[config.mk]
export PLATFORM = sky130hd
export DESIGN_NAME = serial_channel_pin_interface
export DESIGN_NICKNAME = d
export VERILOG_FILES = /design/src/rtl/serial_channel_pin_interface.v
export VERILOG_INCLUDE_DIRS = /design/src /design/src/rtl
export SDC_FILE = /design/constraint.sdc
export NUM_CORES = 1
export LEC_CHECK = 0
export ABC_CLOCK_PERIOD_IN_PS = 4700
export BUFFER_PORTS_ARGS = -buffer_cell sky130_fd_sc_hd__buf_2
export CAP_MARGIN = 0
export CORE_ASPECT_RATIO = 0.9
export CORE_MARGIN = 5
export CORE_UTILIZATION = 25
export CTS_BUF_LIST = sky130_fd_sc_hd__clkbuf_8
export DETAILED_ROUTE_END_ITERATION = 8
export PLACE_DENSITY = 0.4
export SETUP_SLACK_MARGIN = 0.2
export SLEW_MARGIN = 20
export SYNTH_ARGS = -nofsm -noshare
export SYNTH_HDL_FRONTEND = slang
export SYNTH_SLANG_ARGS = --single-unit
[constraint.sdc]
create_clock -name clk -period 4.7 [get_ports clk]
set_input_delay 0.705 -clock clk [delete_from_list [all_inputs] [get_ports clk]]
set_output_delay 0.705 -clock clk [all_outputs]
set_load 0.005 [all_outputs]
[src/rtl/serial_pins_defines.vh]
// Constants for the serial channel pin interface
`ifndef SERIAL_PINS_DEFINES_VH
`define SERIAL_PINS_DEFINES_VH
`define MODE_ASYNC 2'h0
`define MODE_SYNC 2'h1
`define ST_IDLE 2'h0
`define ST_START 2'h1
`define ST_DATA 2'h2
`define ST_STOP 2'h3
`define DATA_BITS 4'h8
`define DIV_RESET 16'h000f
`endif

[src/rtl/serial_channel_pin_interface.v]
// Pin-level serial channels with clear-to-send, baud clock and port sharing
`timescale 1ns/100ps
// Contract
// Transmission waits while the channel's clear-to-send input is deasserted.
// Baud clock may come from the external baud clock input instead.
// Far end keeps external baud clock at most half the processor clock.
// Synchronous mode drives a shift clock on the transmit pin.
// Synchronous mode receive pin becomes the data output while transmitting.
// Channel 1 transmit-complete output pulses when a transmission finishes.
// Channel 1 receive-complete output pulses when a character is received.
// Completion outputs share pins with output-only port bits, by selection.
// Serial pins share with bidirectional port bits, selected by configuration.
// External baud clock is synchronised and edge detected before use.
`include "serial_pins_defines.vh"

// ============================================================
// One serial channel
module serial_chan #(
    parameter DIV_W = 16
) (
    input wire clk,
    input wire reset,
    input wire sync_mode,
    input wire use_ext_clk,
    input wire [DIV_W-1:0] divisor,
    input wire ext_clk_raw,
    input wire cts_n_raw,
    input wire rx_raw,
    input wire tx_start,
    input wire [7:0] tx_data,
    output wire tx_busy,
    output reg [7:0] rx_data_q,
    output reg tx_done_q,
    output reg rx_done_q,
    output reg tx_pin_q,
    output reg rx_pin_out_q,
    output reg rx_pin_oe_n_q
);
    reg [2:0] ext_q;
    reg [1:0] cts_q;
    reg [1:0] rxs_q;
    reg [DIV_W-1:0] cnt_q;
    reg [1:0] st_q;
    reg [3:0] bit_q;
    reg [7:0] sh_q;
    reg [3:0] ph_q;
    reg [1:0] rst_q;
    reg [3:0] rbit_q;
    reg [3:0] rph_q;
    reg [7:0] rsh_q;
    reg sclk_q;
    reg pend_q;
    reg [7:0] pdat_q;
    wire ext_edge;
    wire tick;
    wire cts_ok;
    // ============================================================
    // Input synchronisers
    always @(posedge clk)
    begin
        if (reset)
        begin
            ext_q <= 3'h0;
            cts_q <= 2'h3;
            rxs_q <= 2'h3;
        end
        else
        begin
            ext_q <= {ext_q[1:0], ext_clk_raw};
            cts_q <= {cts_q[0], cts_n_raw};
            rxs_q <= {rxs_q[0], rx_raw};
        end
    end
    assign ext_edge = ext_q[1] & ~ext_q[2];
    assign cts_ok = ~cts_q[1];
    // ============================================================
    // Baud generator, internal or external source
    assign tick = (cnt_q == {DIV_W{1'b0}}) && (use_ext_clk ? ext_edge : 1'b1);
    always @(posedge clk)
    begin
        if (reset)
            cnt_q <= {DIV_W{1'b0}};
        else if (use_ext_clk ? ext_edge : 1'b1)
            cnt_q <= (cnt_q == {DIV_W{1'b0}}) ? divisor : cnt_q - 1'b1;
    end
    // ============================================================
    // Transmitter
    assign tx_busy = pend_q | (st_q != `ST_IDLE);
    always @(posedge clk)
    begin
        if (reset)
        begin
            st_q <= `ST_IDLE;
            bit_q <= 4'h0;
            sh_q <= 8'h00;
            ph_q <= 4'h0;
            pend_q <= 1'b0;
            pdat_q <= 8'h00;
            tx_pin_q <= 1'b1;
            sclk_q <= 1'b1;
            rx_pin_out_q <= 1'b1;
            rx_pin_oe_n_q <= 1'b1;
            tx_done_q <= 1'b0;
        end
        else
        begin
            tx_done_q <= 1'b0;
            if (tx_start && !tx_busy)
            begin
                pend_q <= 1'b1;
                pdat_q <= tx_data;
            end
            if (tick)
            begin
                case (st_q)
                `ST_IDLE:
                begin
                    tx_pin_q <= 1'b1;
                    rx_pin_oe_n_q <= 1'b1;
                    if (pend_q && cts_ok)
                    begin
                        pend_q <= 1'b0;
                        sh_q <= pdat_q;
                        bit_q <= 4'h0;
                        ph_q <= 4'h0;
                        st_q <= sync_mode ? `ST_DATA : `ST_START;
                        if (sync_mode)
                        begin
                            rx_pin_oe_n_q <= 1'b0;
                            rx_pin_out_q <= pdat_q[0];
                            tx_pin_q <= 1'b0;
                        end
                        else
                            tx_pin_q <= 1'b0;
                    end
                end
                `ST_START:
                begin
                    st_q <= `ST_DATA;
                    tx_pin_q <= sh_q[0];
                end
                `ST_DATA:
                begin
                    if (sync_mode)
                    begin
                        tx_pin_q <= ~tx_pin_q;
                        if (tx_pin_q)
                        begin
                            sh_q <= {1'b1, sh_q[7:1]};
                            rx_pin_out_q <= sh_q[1];
                            bit_q <= bit_q + 4'h1;
                            if (bit_q == `DATA_BITS - 4'h1)
                                st_q <= `ST_STOP;
                        end
                    end
                    else
                    begin
                        sh_q <= {1'b1, sh_q[7:1]};
                        tx_pin_q <= sh_q[1];
                        bit_q <= bit_q + 4'h1;
                        if (bit_q == `DATA_BITS - 4'h1)
                        begin
                            tx_pin_q <= 1'b1;
                            st_q <= `ST_STOP;
                        end
                    end
                end
                `ST_STOP:
                begin
                    tx_pin_q <= 1'b1;
                    rx_pin_oe_n_q <= 1'b1;
                    st_q <= `ST_IDLE;
                    tx_done_q <= 1'b1;
                end
                default: st_q <= `ST_IDLE;
                endcase
            end
        end
    end
    // ============================================================
    // Asynchronous receiver, one sample per baud tick
    always @(posedge clk)
    begin
        if (reset)
        begin
            rst_q <= `ST_IDLE;
            rbit_q <= 4'h0;
            rph_q <= 4'h0;
            rsh_q <= 8'h00;
            rx_data_q <= 8'h00;
            rx_done_q <= 1'b0;
        end
        else
        begin
            rx_done_q <= 1'b0;
            if (tick && !sync_mode)
            begin
                case (rst_q)
                `ST_IDLE:
                    if (!rxs_q[1])
                    begin
                        rst_q <= `ST_DATA;
                        rbit_q <= 4'h0;
                    end
                `ST_DATA:
                begin
                    rsh_q <= {rxs_q[1], rsh_q[7:1]};
                    rbit_q <= rbit_q + 4'h1;
                    if (rbit_q == `DATA_BITS - 4'h1)
                        rst_q <= `ST_STOP;
                end
                `ST_STOP:
                begin
                    rst_q <= `ST_IDLE;
                    rx_data_q <= rsh_q;
                    rx_done_q <= 1'b1;
                end
                default: rst_q <= `ST_IDLE;
                endcase
            end
        end
    end
endmodule

// ============================================================
// Two channels with pin sharing
module serial_channel_pin_interface #(
    parameter DIV_W = 16
) (
    input wire clk,
    input wire reset,
    input wire [1:0] sync_mode,
    input wire [1:0] use_ext_clk,
    input wire [DIV_W-1:0] divisor_ch0,
    input wire [DIV_W-1:0] divisor_ch1,
    input wire [1:0] tx_start,
    input wire [7:0] tx_data_ch0,
    input wire [7:0] tx_data_ch1,
    output wire [1:0] tx_busy,
    output wire [7:0] rx_data_ch0,
    output wire [7:0] rx_data_ch1,
    output wire [1:0] tx_done,
    output wire [1:0] rx_done,
    input wire [7:0] ioport_serial_sel,
    input wire [7:0] ioport_out,
    input wire [7:0] ioport_dir_out,
    input wire [7:0] ioport_pin_in,
    output wire [7:0] ioport_pin_out,
    output wire [7:0] ioport_pin_oe_n,
    input wire [1:0] outport_serial_sel,
    input wire [1:0] outport_out,
    output reg [1:0] outport_pin_q
);
    wire [7:0] txp;
    wire [7:0] rxo;
    wire [7:0] rxoe_n;
    wire [1:0] txq;
    wire [1:0] rxq;
    wire [1:0] rxoen;
    // Pin order: c7 clear_to_send_ch1, c6 baud1, c5 tx1, c4 rx1, c3 clear_to_send_ch0, c2 baud0, c1 tx0, c0 rx0
    serial_chan #(.DIV_W(DIV_W)) ch0 (
        .clk(clk), .reset(reset), .sync_mode(sync_mode[0]), .use_ext_clk(use_ext_clk[0]),
        .divisor(divisor_ch0), .ext_clk_raw(ioport_pin_in[2]),
        .cts_n_raw(ioport_serial_sel[3] ? ioport_pin_in[3] : 1'b0),
        .rx_raw(ioport_pin_in[0]), .tx_start(tx_start[0]), .tx_data(tx_data_ch0),
        .tx_busy(tx_busy[0]), .rx_data_q(rx_data_ch0), .tx_done_q(tx_done[0]),
        .rx_done_q(rx_done[0]), .tx_pin_q(txq[0]), .rx_pin_out_q(rxq[0]),
        .rx_pin_oe_n_q(rxoen[0]));
    serial_chan #(.DIV_W(DIV_W)) ch1 (
        .clk(clk), .reset(reset), .sync_mode(sync_mode[1]), .use_ext_clk(use_ext_clk[1]),
        .divisor(divisor_ch1), .ext_clk_raw(ioport_pin_in[6]),
        .cts_n_raw(ioport_serial_sel[7] ? ioport_pin_in[7] : 1'b0),
        .rx_raw(ioport_pin_in[4]), .tx_start(tx_start[1]), .tx_data(tx_data_ch1),
        .tx_busy(tx_busy[1]), .rx_data_q(rx_data_ch1), .tx_done_q(tx_done[1]),
        .rx_done_q(rx_done[1]), .tx_pin_q(txq[1]), .rx_pin_out_q(rxq[1]),
        .rx_pin_oe_n_q(rxoen[1]));
    // Serial drive: tx pins always drive, rx pins only in sync transmit
    assign txp = {1'b0, 1'b0, txq[1], rxq[1], 1'b0, 1'b0, txq[0], rxq[0]};
    assign rxoe_n = {1'b1, 1'b1, 1'b0, rxoen[1], 1'b1, 1'b1, 1'b0, rxoen[0]};
    assign rxo = txp;
    assign ioport_pin_out = (ioport_serial_sel & rxo) | (~ioport_serial_sel & ioport_out);
    assign ioport_pin_oe_n = (ioport_serial_sel & rxoe_n) |
        (~ioport_serial_sel & ~ioport_dir_out);
    always @(posedge clk)
    begin
        if (reset)
            outport_pin_q <= 2'h0;
        else
            outport_pin_q <= (outport_serial_sel & {tx_done[1], rx_done[1]}) |
                (~outport_serial_sel & outport_out);
    end
endmodule

==> After elaboration in Yosys (flattened, before gate mapping) <==
Cells that the tools add are included.
{ "word_totals": {"ff_bits": 148, "output_inout_bits": 40} }
{ "op_classes": {"eq_ne": 28, "muxes": 80, "n_addsub": 6, "reduce_logical": 46, "bitwise_logic": 26} }
{ "ops": {"columns": ["operator", "n"], "rows": [
  ["$mux W8", 6],
  ["$mux W1", 34],
  ["$logic_not A16 Y1", 2],
  ["$mux W16", 2],
  ["$mux W4", 8],
  ["$pmux W4 S2", 4],
  ["$pmux W8 S2", 2],
  ["$sub A16 B1 Y16 const B", 2],
  ["$mux W2", 14],
  ["$and A8 B8 Y8", 3],
  ["$reduce_and A3 Y1", 6],
  ["$add A4 B1 Y4 const B", 4],
  ["$eq A2 B2 Y1 const B", 8],
  ["$eq A4 B3 Y1 const B", 4],
  ["$not A8 Y8", 2],
  ["$or A8 B8 Y8", 2],
  ["$pmux W2 S4", 2],
  ["$reduce_bool A2 Y1", 8],
  ["$ne A2 B1 Y1 const B", 6],
  ["$ne A2 B2 Y1 const B", 6],
  ["$reduce_and A2 Y1", 6],
  ["$reduce_and A6 Y1", 2],
  ["$not A1 Y1", 10],
  ["$and A8 B6 Y8", 1],
  ["other kinds (15)", 42]
]} }

==> Longest topological paths before layout <==
Gate-level depths: netlist of the first run.
{ "depth": {"ltp_word": 8, "depth_mapped": 9, "depth_no_buf": 7} }

==> Hierarchy <==
From an unflattened synthesis of the first run, not the netlist that was laid out.
{ "hier_totals": {"cells_unflattened": 781, "area_unflattened_um2": 6988.0} }
{ "modules_own_cells": {"columns": ["module", "n_inst", "seq_area_each_um2", "cells_per_inst", "area_each_um2"], "rows": [
  ["serial_chan (ch1)", 1, 1461.4, 378, 3387.0],
  ["serial_chan (ch0)", 1, 1461.4, 377, 3385.7],
  ["serial_channel_pin_interface", 1, 40.0, 26, 215.2]
]} }

==> Worst setup path before layout of the first run <==
OpenSTA, ideal clock, no wires.
{ "synth_timing": {"path_type": "reg-to-reg", "start": "register ch0.cnt_q[0]", "end": "register ch0.rbit_q[3]", "stages_incl_launch_ff": 8, "path_slack_ns": 2.393, "required_time_ns": 4.630, "arrival_ns": 2.236, "cell_sequence": "dfxtp_1 > inv_1 > ha_1 > nor4b_2 > nand3_4 > or4_4 > or4_1 > a21oi_1"} }
{ "synth_between": {"elab_chain_cells": 4} }
{ "synth_rtl": {"columns": ["element", "line", "source"], "rows": [
  ["start, declared", "serial_channel_pin_interface.v:42", "reg [DIV_W-1:0] cnt_q;"],
  ["start signal, assigned", "serial_channel_pin_interface.v:82", "cnt_q <= {DIV_W{1'b0}};"],
  ["start signal, assigned", "serial_channel_pin_interface.v:84", "cnt_q <= (cnt_q == {DIV_W{1'b0}}) ? divisor : cnt_q - 1'b1;"],
  ["$logic_not A16 Y1", "serial_channel_pin_interface.v:78", "assign tick = (cnt_q == {DIV_W{1'b0}}) && (use_ext_clk ? ext_edge : 1'b1);"],
  ["$logic_and A1 B1 Y1", "serial_channel_pin_interface.v:78", null],
  ["$logic_and A1 B1 Y1", "serial_channel_pin_interface.v:196", "if (tick && !sync_mode)"],
  ["$reduce_and A3 Y1 (no line)", null, null],
  ["end signal, assigned", "serial_channel_pin_interface.v:208", "rbit_q <= rbit_q + 4'h1;"],
  ["end, declared", "serial_channel_pin_interface.v:48", "reg [3:0] rbit_q;"]
]} }
No other way between the ends.
A chain may end at the register's enable or synchronous reset.

==> Worst setup path after layout of the first run <==
{ "layout_timing": {"start": "register ch0.cnt_q[0]", "end": "register ch0.rst_q[0]"} }
{ "layout_between": {"elab_chain_cells": 4} }
{ "layout_rtl": {"columns": ["element", "line", "source"], "rows": [
  ["$logic_not A16 Y1", "serial_channel_pin_interface.v:78", null],
  ["$logic_and A1 B1 Y1", "serial_channel_pin_interface.v:78", null],
  ["$logic_and A1 B1 Y1", "serial_channel_pin_interface.v:196", null],
  ["$reduce_and A3 Y1 (no line)", null, null],
  ["end signal, assigned", "serial_channel_pin_interface.v:202", "rst_q <= `ST_DATA;"],
  ["end signal, assigned", "serial_channel_pin_interface.v:210", "rst_q <= `ST_STOP;"],
  ["end signal, assigned", "serial_channel_pin_interface.v:214", "rst_q <= `ST_IDLE;"],
  ["end, declared", "serial_channel_pin_interface.v:47", "reg [1:0] rst_q;"]
]} }
No other way between the ends.

==> results of run 1 <==
flip-flops by register name (all words and copies together) (netlist names), 3 cells and up:
name	count
ch0.pdat_q	8
ch1.rbit_q	4
ch0.rsh_q	8
ch1.rx_data_q	8
ch0.ext_q	3
ch1.cnt_q	16
ch0.sh_q	8
ch1.bit_q	4
ch1.sh_q	8
ch0.rbit_q	4
ch1.rsh_q	8
ch1.ext_q	3
ch0.cnt_q	16
ch1.pdat_q	8
ch0.bit_q	4
ch0.rx_data_q	8
cell usage in the layout (no fill, tap or decap), drive strengths merged, types with 17 or more instances in the layout:
master  Yosys  final
buf        11    133
dfxtp     148    148
a211oi     21     21
mux2i      65     65
a21oi      45     45
nor2       98     98
clkbuf     36     20
nor2b      17     17
nand2      63     63
nor3       22     22
ha         18     18
o21ai      27     27
inv        21     23
per-stage QoR:
step	hold WS, ps	std cells	setup WS (ps)
final	413	1262	1750
after global routing	402	1262	1490
after CTS	386	1262	1730
after detailed placement	395	1231	1770
after global placement	391	1231	1780
after floorplan	389	785	2390
cell type report:
cell class	count	area (um2)	share of cell area (%)
clock buffer	20	275	3.30
clock inverter	11	149	1.79
inverter	21	78.8	0.946
multi-input combinational	569	3740	44.9
sequential	148	2960	35.6
tap	360	450	5.41
timing repair buffer	133	678	8.14
kinds of logic after synthesis:
logic type                 Yosys count
DFF                                148
muxes                               76
and+or+nand+nor                    318
AOI/OAI and AO/OA                  157
buffers and inverters               68
adders and majority gates           18
per-layer routing:
| layer | vias up | part of all wire, % | routed length [um] |
|---|---|---|---|
| met4 | 2 | 0.93 | 175 |
| met5 | - | 0.058 | 11 |
| met3 | 12 | 5.5 | 1040 |
| met2 | 113 | 41 | 7780 |
| met1 | 2702 | 52 | 9890 |
| li1 | 3052 | - | - |
power breakdown:
part	switching [uW]	internal, uW	total (uW)
registers	137	1370	1510
logic	719	461	1180
clock network	509	567	1080
total	1370	2400	3770
worst register-to-register path, cell delays in order (launching register included):
cell and delay [ps]:
dfxtp_1 320, inv_1 110, ha_1 170, nor4b_2 520
and3_1 390, nand4b_1 640, or3_1 590, a21oi_1 140
worst max-delay path by stage:
stage	startpoint	end	slack, ps	cells past startpoint
3_5_place_dp	ch0.cnt_q[0]	ch0.rst_q[0]	1770	7
5_1_grt	ch0.cnt_q[0]	ch0.rst_q[0]	1490	7
3_3_place_gp	ch0.cnt_q[0]	ch0.rst_q[0]	1780	7
4_1_cts	ch0.cnt_q[0]	ch0.rst_q[0]	1730	7
2_1_floorplan	ch0.cnt_q[0]	ch0.rbit_q[3]	2390	7
6_report	ch0.cnt_q[0]	ch0.rst_q[0]	1750	7
==> key figures, run 1 <==
Run status
  • Status: finished, final reports clean

CTS
  • PostCTS Resize Cnt: 0
  • Clk_lat worst skew: 460 ps
  • # Post-CTS Setup Buffers: 0
  • H-tree levels: 4
  • Hold buffers post-CTS: 0
  • CTS buffer count: 17
  • Max clock buf depth: 2
  • CTS Sinks: 148
  • CTS tree: done
  • Clk slew on worst S/H paths: 90 ps
  • Root Driver: clkbuf_8

Layout
  • Share of cells above drive strength 1: 22.0%
  • # diodes: 0
  • Final net count: 1000
  • Filler cells: 3001
  • Post-layout util: between 30% and 40%
  • Area Overhead vs Synth: 19.4%
  • Finished Cell Area: 8330 um2

Global route
  • Met3 Use GR: 3.35%
  • M2 GR Usage: 16.9%
  • Grt total ovfl: 0
  • First-pass GRT wire length: 31000 um
  • Met1 usage: 18.3%
  • Overall global routing resource usage: about 12%
  • Global routing's busiest layer: met1
  • Antenna violations before repair: 1
  • Vias in the first global route: 5783
  • Largest net degree at the start of global routing: 54

Synth
  • Number of flops mapped to enable cells by yosys: 0
  • Xor/xnor cell area share of the yosys netlist: 0%
  • Syn nets: ~900
  • Top FF cell, synth: dfxtp_1
  • Post-synthesis adder-cell area fraction: 3.23%
  • Post-Synth Simple-Gate Area: roughly a quarter
  • Synth Area per Inst: around 9 um2
  • Syn. warnings: 0
  • Synth cell types: just over 60
  • Sequential area share after synthesis: between 40% and 50%
  • Area contributors post-synth: dfxtp_1 42%, mux2i_1 9.3%, nor2_1 5.3%
  • Yosys reg bits: 148
  • Mux share of post-synthesis cell area: 11.1%
  • Post-synthesis compound-gate area fraction: 14.9%
  • Async set-reset flop share out of synthesis: 0%
  • Post-synth top area share: 42.5%
  • Mapped Area: 6980 um2
  • Mapped Cells: 785
  • Most area-hungry cell type in the Yosys netlist: dfxtp_1
  • Count leader, synth: dfxtp_1
  • Largest family of logic cells by synthesized area: simple AND/OR/NAND/NOR gates
  • Most frequent cells after synthesis: 148 x dfxtp_1, 98 x nor2_1, 65 x mux2i_1, 63 x nand2_1, 45 x a21oi_1

Drt
  • Remaining DRCs: 0
  • Detailed-route wire length: 18900 um
  • Drt wl/cell: 15.0 um
  • DR vias/cell: between 4 and 5
  • Routed vias: 5881
  • Post-DRT Antenna Nets: 0
  • DRT Pass-1 Iters: 4
  • First DRT Iteration DRCs: 288

Worst setup path
  • RR Endpoint: ch0.rst_q[0]
  • Crit end category: flip-flop
  • Reg2Reg Depth: 7
  • Critical path's slowest cell: nand4b_1
  • Slowest cell delay on critical path: roughly 640 ps
  • Worst r2r src: ch0.cnt_q[0]
  • Buffers & Inverters on Critical Path: 1
  • Crit-path max FO: 11
  • Crit-path cells: inv_1 -> ha_1 -> nor4b_2 -> and3_1 -> nand4b_1 -> or3_1 -> a21oi_1
  • Worst reg2reg setup slack: 1750 ps
  • WP data arrival: 3320 ps
  • Top Family by Delay on Critical Path: simple AND/OR/NAND/NOR gates
  • WS Path Type: reg -> reg
  • Required @ worst endpoint: 5070 ps
  • Critical path startpoint category: flip-flop

Pwr
  • Lkg Pwr: ~0.0034 uW
  • Max IR drop VDD: 169 uV
  • Overall Power: 3770 uW
  • PD cells: ~450 nW/um2

Floorplan
  • Die X-Extent: 186 um
  • Row count: 58
  • Die Span Y: 168 um
  • Die Area: 31400 um2
  • Core ar.: approximately 28000 um2
  • Io pins: around 130
  • Initial Util: 25.2%

STA
  • Max Clk Rate: 339 MHz
  • Worst slew pin tran: around 1000 ps
  • Sum Neg Setup Slack: 0 ps
  • RSZ-0062 raised after global routing: false
  • Fin. Hold Viols: 0
  • Period utilisation layout: 62.7%
  • Skew final: about 17 ps
  • Number of setup violations in the final report: 0
  • Slew Viols, Final: 0
  • Worst rel slew slack: 33.5%
  • Final min period: 2950 ps

Placed design
  • GPL Wtd Cong: 0.775
  • Placed Area: 7910 um2
  • IO Port Bufs: 129
  • Dpl hpwl: 13400 um

Run
  • Number of max-cap violations: 0

Hold path
  • WHS Path Cells: 1
  • Hold WC Path Type: reg -> reg
  • Min-Delay Startpoint: ch1.cts_q[0]
  • Hold Path End: ch1.cts_q[1]
Note: power is estimated with default switching activity, not from simulation.
==> inputs of run 2 (changes only) <==
--- a/config.mk
+++ b/config.mk
@@ -6,7 +6,7 @@
 export SDC_FILE = /design/constraint.sdc
 export NUM_CORES = 1
 export LEC_CHECK = 0
-export ABC_CLOCK_PERIOD_IN_PS = 4700
+export ABC_CLOCK_PERIOD_IN_PS = 2700
 export BUFFER_PORTS_ARGS = -buffer_cell sky130_fd_sc_hd__buf_2
 export CAP_MARGIN = 0
 export CORE_ASPECT_RATIO = 0.9
@@ -14,7 +14,7 @@
 export CORE_UTILIZATION = 25
 export CTS_BUF_LIST = sky130_fd_sc_hd__clkbuf_8
 export DETAILED_ROUTE_END_ITERATION = 8
-export PLACE_DENSITY = 0.4
+export PLACE_DENSITY = 0.42
 export SETUP_SLACK_MARGIN = 0.2
 export SLEW_MARGIN = 20
 export SYNTH_ARGS = -nofsm -noshare
==> constraint.sdc (replaced) <==
create_clock -name clk -period 2.7 [get_ports clk]
set_input_delay 0.405 -clock clk [delete_from_list [all_inputs] [get_ports clk]]
set_output_delay 0.405 -clock clk [all_outputs]
set_load 0.005 [all_outputs]
==> run 2 against run 1 <==
Net effect:
- wire length increased by 1.1%
- sequential power increased by 74%
- total power increased by 78%
- flip-flop and latch count unchanged
- utilization increased by 0.66 points
- global-route usage increased by 0.17 points
- via count increased by 1.5%
- design area increased by 2.2%
- register-to-register slack got worse by 1400 ps
- worst setup slack got worse by 1400 ps
- worst hold slack got worse by 270 ps
- largest power group unchanged
==> key figures, run 2 (synthesis gave the netlist of run 1 again) <==
Worst setup path
  • Required @ worst endpoint: 3080 ps (was 5070 ps)
  • WP data arrival: 2740 ps (was 3320 ps)
  • Critical path startpoint category: flip-flop (unchanged)
  • Reg2Reg Depth: 5 (was 7)
  • WS Path Type: reg -> reg (unchanged)
  • Crit end category: flip-flop (unchanged)
  • Crit-path max FO: 8 (was 11)

Drt
  • Routed vias: 5969 (was 5881)
  • Detailed-route wire length: 19100 um (was 18900 um)
  • Post-DRT Antenna Nets: 0 (unchanged)
  • First DRT Iteration DRCs: 400 (was 288)
  • Remaining DRCs: 0 (unchanged)
  • DRT Pass-1 Iters: 5 (was 4)
  • Drt wl/cell: 14.9 um (was 15.0 um)
  • DR vias/cell: 4.64 (was 4.66)

Placed design
  • Placed cells: 1253 (was 1231)
  • GPL Wtd Cong: 0.754 (was 0.775)
  • IO Port Bufs: 129 (unchanged)
  • Dpl hpwl: 13300 um (was 13400 um)
  • Placed Area: 8090 um2 (was 7910 um2)

Global route
  • Largest net degree at the start of global routing: 107 (was 54)
  • Antenna violations before repair: 2 (was 1)
  • Overall global routing resource usage: 12.4% (was 12.2%)
  • First-pass GRT wire length: 31400 um (was 31000 um)
  • Grt total ovfl: 0 (unchanged)
  • Vias in the first global route: 5990 (was 5783)

Layout
  • Most common cell after layout, fill and taps aside: dfxtp_1 (unchanged)
  • Area Overhead vs Synth: 22.0% (was 19.4%)
  • Most frequent cells in the layout: 148 x dfxtp_1, 128 x buf_2, 98 x nor2_1, 65 x mux2i_1, 63 x nand2_1 (unchanged)
  • Final net count: 1023 (was 1000)
  • Finished Cell Area: 8510 um2 (was 8330 um2)
  • Largest regs: ch0.cnt_q: 16 flops, ch1.cnt_q: 16 flops (unchanged)
  • Fin cells: 1286 (was 1262)
  • Share of cells above drive strength 1: 24.3% (was 22.0%)
  • # diodes: 0 (unchanged)

CTS
  • H-tree levels: 4 (unchanged)
  • CTS Sinks: 148 (unchanged)
  • Clk_lat worst skew: 450 ps (was 460 ps)
  • Max clock buf depth: 2 (unchanged)
  • Root Driver: clkbuf_8 (unchanged)
  • CTS tree: done (unchanged)
  • Hold buffers post-CTS: 0 (unchanged)
  • CTS buffer count: 17 (unchanged)
  • Clk slew on worst S/H paths: 90 ps (about the same)

STA
  • Skew final: 14.2 ps (was 17.1 ps)
  • Sum Neg Setup Slack: 0 ps (unchanged)
  • Min Hold Slack: 146 ps (was 413 ps)
  • RSZ-0062 raised after global routing: false (unchanged)
  • Worst rel slew slack: 57.0% (was 33.5%)
  • Max Clk Rate: 424 MHz (was 339 MHz)
  • Period utilisation layout: 87.4% (was 62.7%)
  • Worst slew pin tran: 644 ps (was 998 ps)
  • Slew Viols, Final: 0 (unchanged)
  • Fin. Hold Viols: 0 (unchanged)
  • Number of setup violations in the final report: 0 (unchanged)
  • Final min period: 2360 ps (was 2950 ps)

Pwr
  • Overall Power: 6700 uW (was 3770 uW)
  • Lkg Pwr: 0.00352 uW (was 0.00340 uW)
  • Max IR drop VDD: 294 uV (was 169 uV)
  • PD cells: 787 nW/um2 (was 452 nW/um2)

Floorplan
  • Die Area: 31400 um2 (unchanged)
  • Row count: 58 (unchanged)
  • Die Span Y: 168 um (unchanged)
  • Die X-Extent: 186 um (unchanged)
  • Io pins: 132 (unchanged)
  • Initial Util: 25.2% (unchanged)
  • Core ar.: 27700 um2 (unchanged)

Run status
  • Status: finished, final reports clean (unchanged)

Hold path
  • WHS Path Cells: 2 (was 1)
  • Hold WC Path Type: in -> reg (was reg -> reg)

Run
  • Number of max-cap violations: 0 (unchanged)
==> run 2: area by class of cell <==
class | count | area [um2]
Tap cell | 360 | 450
Sequential cell | 148 | 2960
Clock inverter | 13 | 148
Clock buffer | 19 | 262
Fill cell | 2978 | 19200
Timing Repair Buffer | 156 | 863
Multi-Input combinational cell | 569 | 3750
Inverter | 21 | 78.8
==> run 2: worst max-delay path, stage by stage (launching register included) <==
cell and delay [ps]:
dfxtp_1 370, or3_1 440, a21o_1 280, or4_4 590, or4_1 480, a21oi_1 140
==> run 2: power by group <==
group          internal (uW)  total (uW)  switching, uW  leakage [uW]
Sequential              2390        2620            228       0.00120
Combinational            962        2260           1300       0.00211
Clock                    884        1820            932      0.000207
==> run 2: repair_timing <==
item / in CTS / in global routing
pin swaps: 1 / 0
resized for setup: 0 / 3
buffers inserted: 1 / 0
setup endpoints to repair: 3 / 6
==> run 2: layer usage <==
metal / vias to the layer above / routed length, um / share of wire, % / track usage [%]
li1: 3093 / - / - / -
met1: 2740 / 10100 / 53 / 18.4
met2: 117 / 7790 / 41 / 17.5
met3: 15 / 1070 / 5.6 / 3.67
met4: 4 / 142 / 0.74 / 2.98
met5: - / 26 / 0.14 / 0
==> run 2: metrics by stage <==
| stage | util [%] | setup WS, ps |
|---|---|---|
| 4_1_cts | 30.7 | 260 |
| 3_3_place_gp | 29.2 | 208 |
| 2_1_floorplan | - | 393 |
| 3_5_place_dp | 29.2 | 188 |
| 6_report | 30.7 | 339 |
| 5_1_grt | 30.7 | 210 |
==> run 2: path summary, 6_finish.rpt <==
path                                        from             to  slack [ps]
worst max register to register     ch0.cnt_q[12]  ch0.rbit_q[3]         340
worst min register to register      ch1.cts_q[0]   ch1.cts_q[1]         420
worst min-delay path            ioport_pin_in[0]   ch0.rxs_q[0]         150
worst max-delay path               ch0.cnt_q[12]  ch0.rbit_q[3]         340
==> inputs of run 3 (changes only) <==
--- a/config.mk
+++ b/config.mk
@@ -9,12 +9,15 @@
 export ABC_CLOCK_PERIOD_IN_PS = 2700
 export BUFFER_PORTS_ARGS = -buffer_cell sky130_fd_sc_hd__buf_2
 export CAP_MARGIN = 0
+export CELL_PAD_IN_SITES_DETAIL_PLACEMENT = 1
+export CELL_PAD_IN_SITES_GLOBAL_PLACEMENT = 1
 export CORE_ASPECT_RATIO = 0.9
 export CORE_MARGIN = 5
 export CORE_UTILIZATION = 25
 export CTS_BUF_LIST = sky130_fd_sc_hd__clkbuf_8
 export DETAILED_ROUTE_END_ITERATION = 8
-export PLACE_DENSITY = 0.42
+export PLACE_DENSITY = 0.52
+export REMOVE_ABC_BUFFERS = 1
 export SETUP_SLACK_MARGIN = 0.2
 export SLEW_MARGIN = 20
 export SYNTH_ARGS = -nofsm -noshare
==> run 3 against run 2 <==
Net effect:
- cell count grew 0.39%
- sequential share of layout area shrank 0.23 points
- clock power grew 2%
- first-iteration DRC count shrank 47%
- sequential power is essentially flat
- clock skew shrank 1.9 ps
- worst setup slack gained 3.7 ps
- utilization grew 0.21 points
- total power grew 2.1%
- combinational power grew 4%
- global-route usage grew 0.76 points
- critical path type unchanged
- critical endpoint unchanged
- largest cell class unchanged
- largest power group unchanged
==> key figures, run 3 (synthesis gave the netlist of run 1 again) <==
Run status
  • Status: finished, final reports clean (unchanged)

Floorplan
  • Core ar.: 27700 um2 (unchanged)
  • Io pins: 132 (unchanged)
  • Row count: 58 (unchanged)
  • Die Area: 31400 um2 (unchanged)
  • Die Span Y: 168 um (unchanged)
  • Die X-Extent: 186 um (unchanged)
  • Initial Util: 25.2% (unchanged)

Layout
  • # diodes: 0 (unchanged)
  • Most frequent cells in the layout: 148 x dfxtp_1, 128 x buf_2, 98 x nor2_1, 65 x mux2i_1, 63 x nand2_1 (unchanged)
  • Final net count: 1028 (was 1023)
  • Finished Cell Area: 8570 um2 (was 8510 um2)
  • Most common cell after layout, fill and taps aside: dfxtp_1 (unchanged)
  • Share of cells above drive strength 1: 24.6% (was 24.3%)
  • Area Overhead vs Synth: 22.8% (was 22.0%)
  • Filler cells: 3313 (was 2978)
  • Largest regs: ch0.cnt_q: 16 flops, ch1.cnt_q: 16 flops (unchanged)
  • Post-layout util: 30.9% (was 30.7%)

Drt
  • Post-DRT Antenna Nets: 0 (unchanged)
  • Routed vias: 6154 (was 5969)
  • DRT Pass-1 Iters: 4 (was 5)
  • First DRT Iteration DRCs: 214 (was 400)
  • Detailed-route wire length: 20300 um (was 19100 um)
  • Drt wl/cell: 15.7 um (was 14.9 um)
  • Remaining DRCs: 0 (unchanged)
  • DR vias/cell: 4.77 (was 4.64)

Worst setup path
  • Buffers & Inverters on Critical Path: 0 (unchanged)
  • WS Path Type: reg -> reg (unchanged)
  • Top Family by Delay on Critical Path: simple AND/OR/NAND/NOR gates (unchanged)
  • WP data arrival: 2750 ps (was 2740 ps)
  • Critical path startpoint category: flip-flop (unchanged)
  • Crit-path max FO: 8 (unchanged)
  • Worst reg2reg setup slack: 340 ps (about the same)
  • Crit end category: flip-flop (unchanged)
  • Critical path's slowest cell: or4_4 (unchanged)
  • Crit-path cells: or3_1 -> a21o_1 -> or4_4 -> or4_1 -> a21oi_1 (unchanged)
  • Slowest cell delay on critical path: 580 ps (was 590 ps)
  • Required @ worst endpoint: 3090 ps (was 3080 ps)

CTS
  • Clk slew on worst S/H paths: 90 ps (about the same)
  • CTS tree: done (unchanged)
  • Root Driver: clkbuf_8 (unchanged)
  • Clk_lat worst skew: 460 ps (was 450 ps)
  • CTS buffer count: 17 (unchanged)
  • Max clock buf depth: 2 (unchanged)
  • # Post-CTS Setup Buffers: 0 (was 1)
  • CTS Sinks: 148 (unchanged)
  • Hold buffers post-CTS: 0 (unchanged)
  • H-tree levels: 4 (unchanged)

STA
  • Final min period: 2360 ps (about the same)
  • Number of setup violations in the final report: 0 (unchanged)
  • Slew Viols, Final: 0 (unchanged)
  • Period utilisation layout: 87.3% (was 87.4%)
  • Max Clk Rate: 424 MHz (about the same)
  • Skew final: 12.4 ps (was 14.2 ps)
  • Worst slew pin tran: 675 ps (was 644 ps)
  • RSZ-0062 raised after global routing: false (unchanged)
  • Worst rel slew slack: 55.0% (was 57.0%)
  • Min Hold Slack: 125 ps (was 146 ps)
  • Fin. Hold Viols: 0 (unchanged)

Placed design
  • Placed Area: 8120 um2 (was 8090 um2)
  • Dpl hpwl: 14300 um (was 13300 um)
  • GPL Wtd Cong: 0.757 (was 0.754)
  • IO Port Bufs: 129 (unchanged)

Pwr
  • Lkg Pwr: 0.00355 uW (was 0.00352 uW)
  • Max IR drop VDD: 241 uV (was 294 uV)
  • PD cells: 798 nW/um2 (was 787 nW/um2)

Run
  • Number of max-cap violations: 0 (unchanged)

Hold path
  • Hold WC Path Type: in -> reg (unchanged)

Global route
  • Largest net degree at the start of global routing: 138 (was 107)
  • Grt total ovfl: 0 (unchanged)
  • Antenna violations before repair: 1 (was 2)
  • Vias in the first global route: 6286 (was 5990)
  • First-pass GRT wire length: 33300 um (was 31400 um)
  • Overall global routing resource usage: 13.1% (was 12.4%)
-- run 3: worst register-to-register path: stages (launching register included) --
cell	delay [ps]
dfxtp_1	360
or3_1	450
a21o_1	270
or4_4	580
or4_1	480
a21oi_1	140
-- run 3: path summary, 6_finish.rpt --
path | from | end | cells past startpoint
setup / recovery | ch0.cnt_q[12] | ch0.rbit_q[3] | 5
hold / removal | ioport_pin_in[4] | ch1.rxs_q[0] | 2
setup reg to reg | ch0.cnt_q[12] | ch0.rbit_q[3] | 5
hold reg to reg | ch0.cts_q[0] | ch0.cts_q[1] | 1
-- run 3: metrics by stage --
stage	setup slack (ps)	total power [uW]	setup TNS (ps)	std cells
after floorplan	-138	4090	-1220	738
after global placement	220	4990	0	1259
after detailed placement	155	5000	0	1259
after CTS	259	6930	0	1291
after global routing	207	7360	0	1291
final	343	6840	0	1291
-- run 3: area by class of cell --
type	count	area, um2	share of cell area [%]
inverter	21	78.8	0.920
tap	360	450	5.25
sequential	148	2960	34.6
multi-input combinational	569	3760	43.9
clock buffer	18	248	2.89
clock inverter	14	168	1.96
timing repair buffer	161	901	10.5
-- run 3: where the power goes --
group          switching (uW)  internal (uW)  total [uW]  leakage, uW
Sequential                248           2390        2640      0.00120
Combinational            1330           1000        2340      0.00213
Clock                     988            877        1860     0.000210
Total                    2570           4270        6840      0.00355
-- run 3: repair_timing --
| action | 4_1_cts | 5_1_grt |
|---|---|---|
| setup endpoints to repair | 5 | 6 |
| gates resized for setup | 1 | 4 |
| pin swaps | 1 | 0 |
-- run 3: per-layer routing --
metal	part of all wire, %	vias to the layer above	GRT usage, %	routed length, um
met1	52	2960	18.6	10400
met4	1.4	2	3.71	282
met5	0.054	-	0	11
li1	-	3090	-	-
met3	3.2	17	2.90	646
met2	44	85	20.2	8880
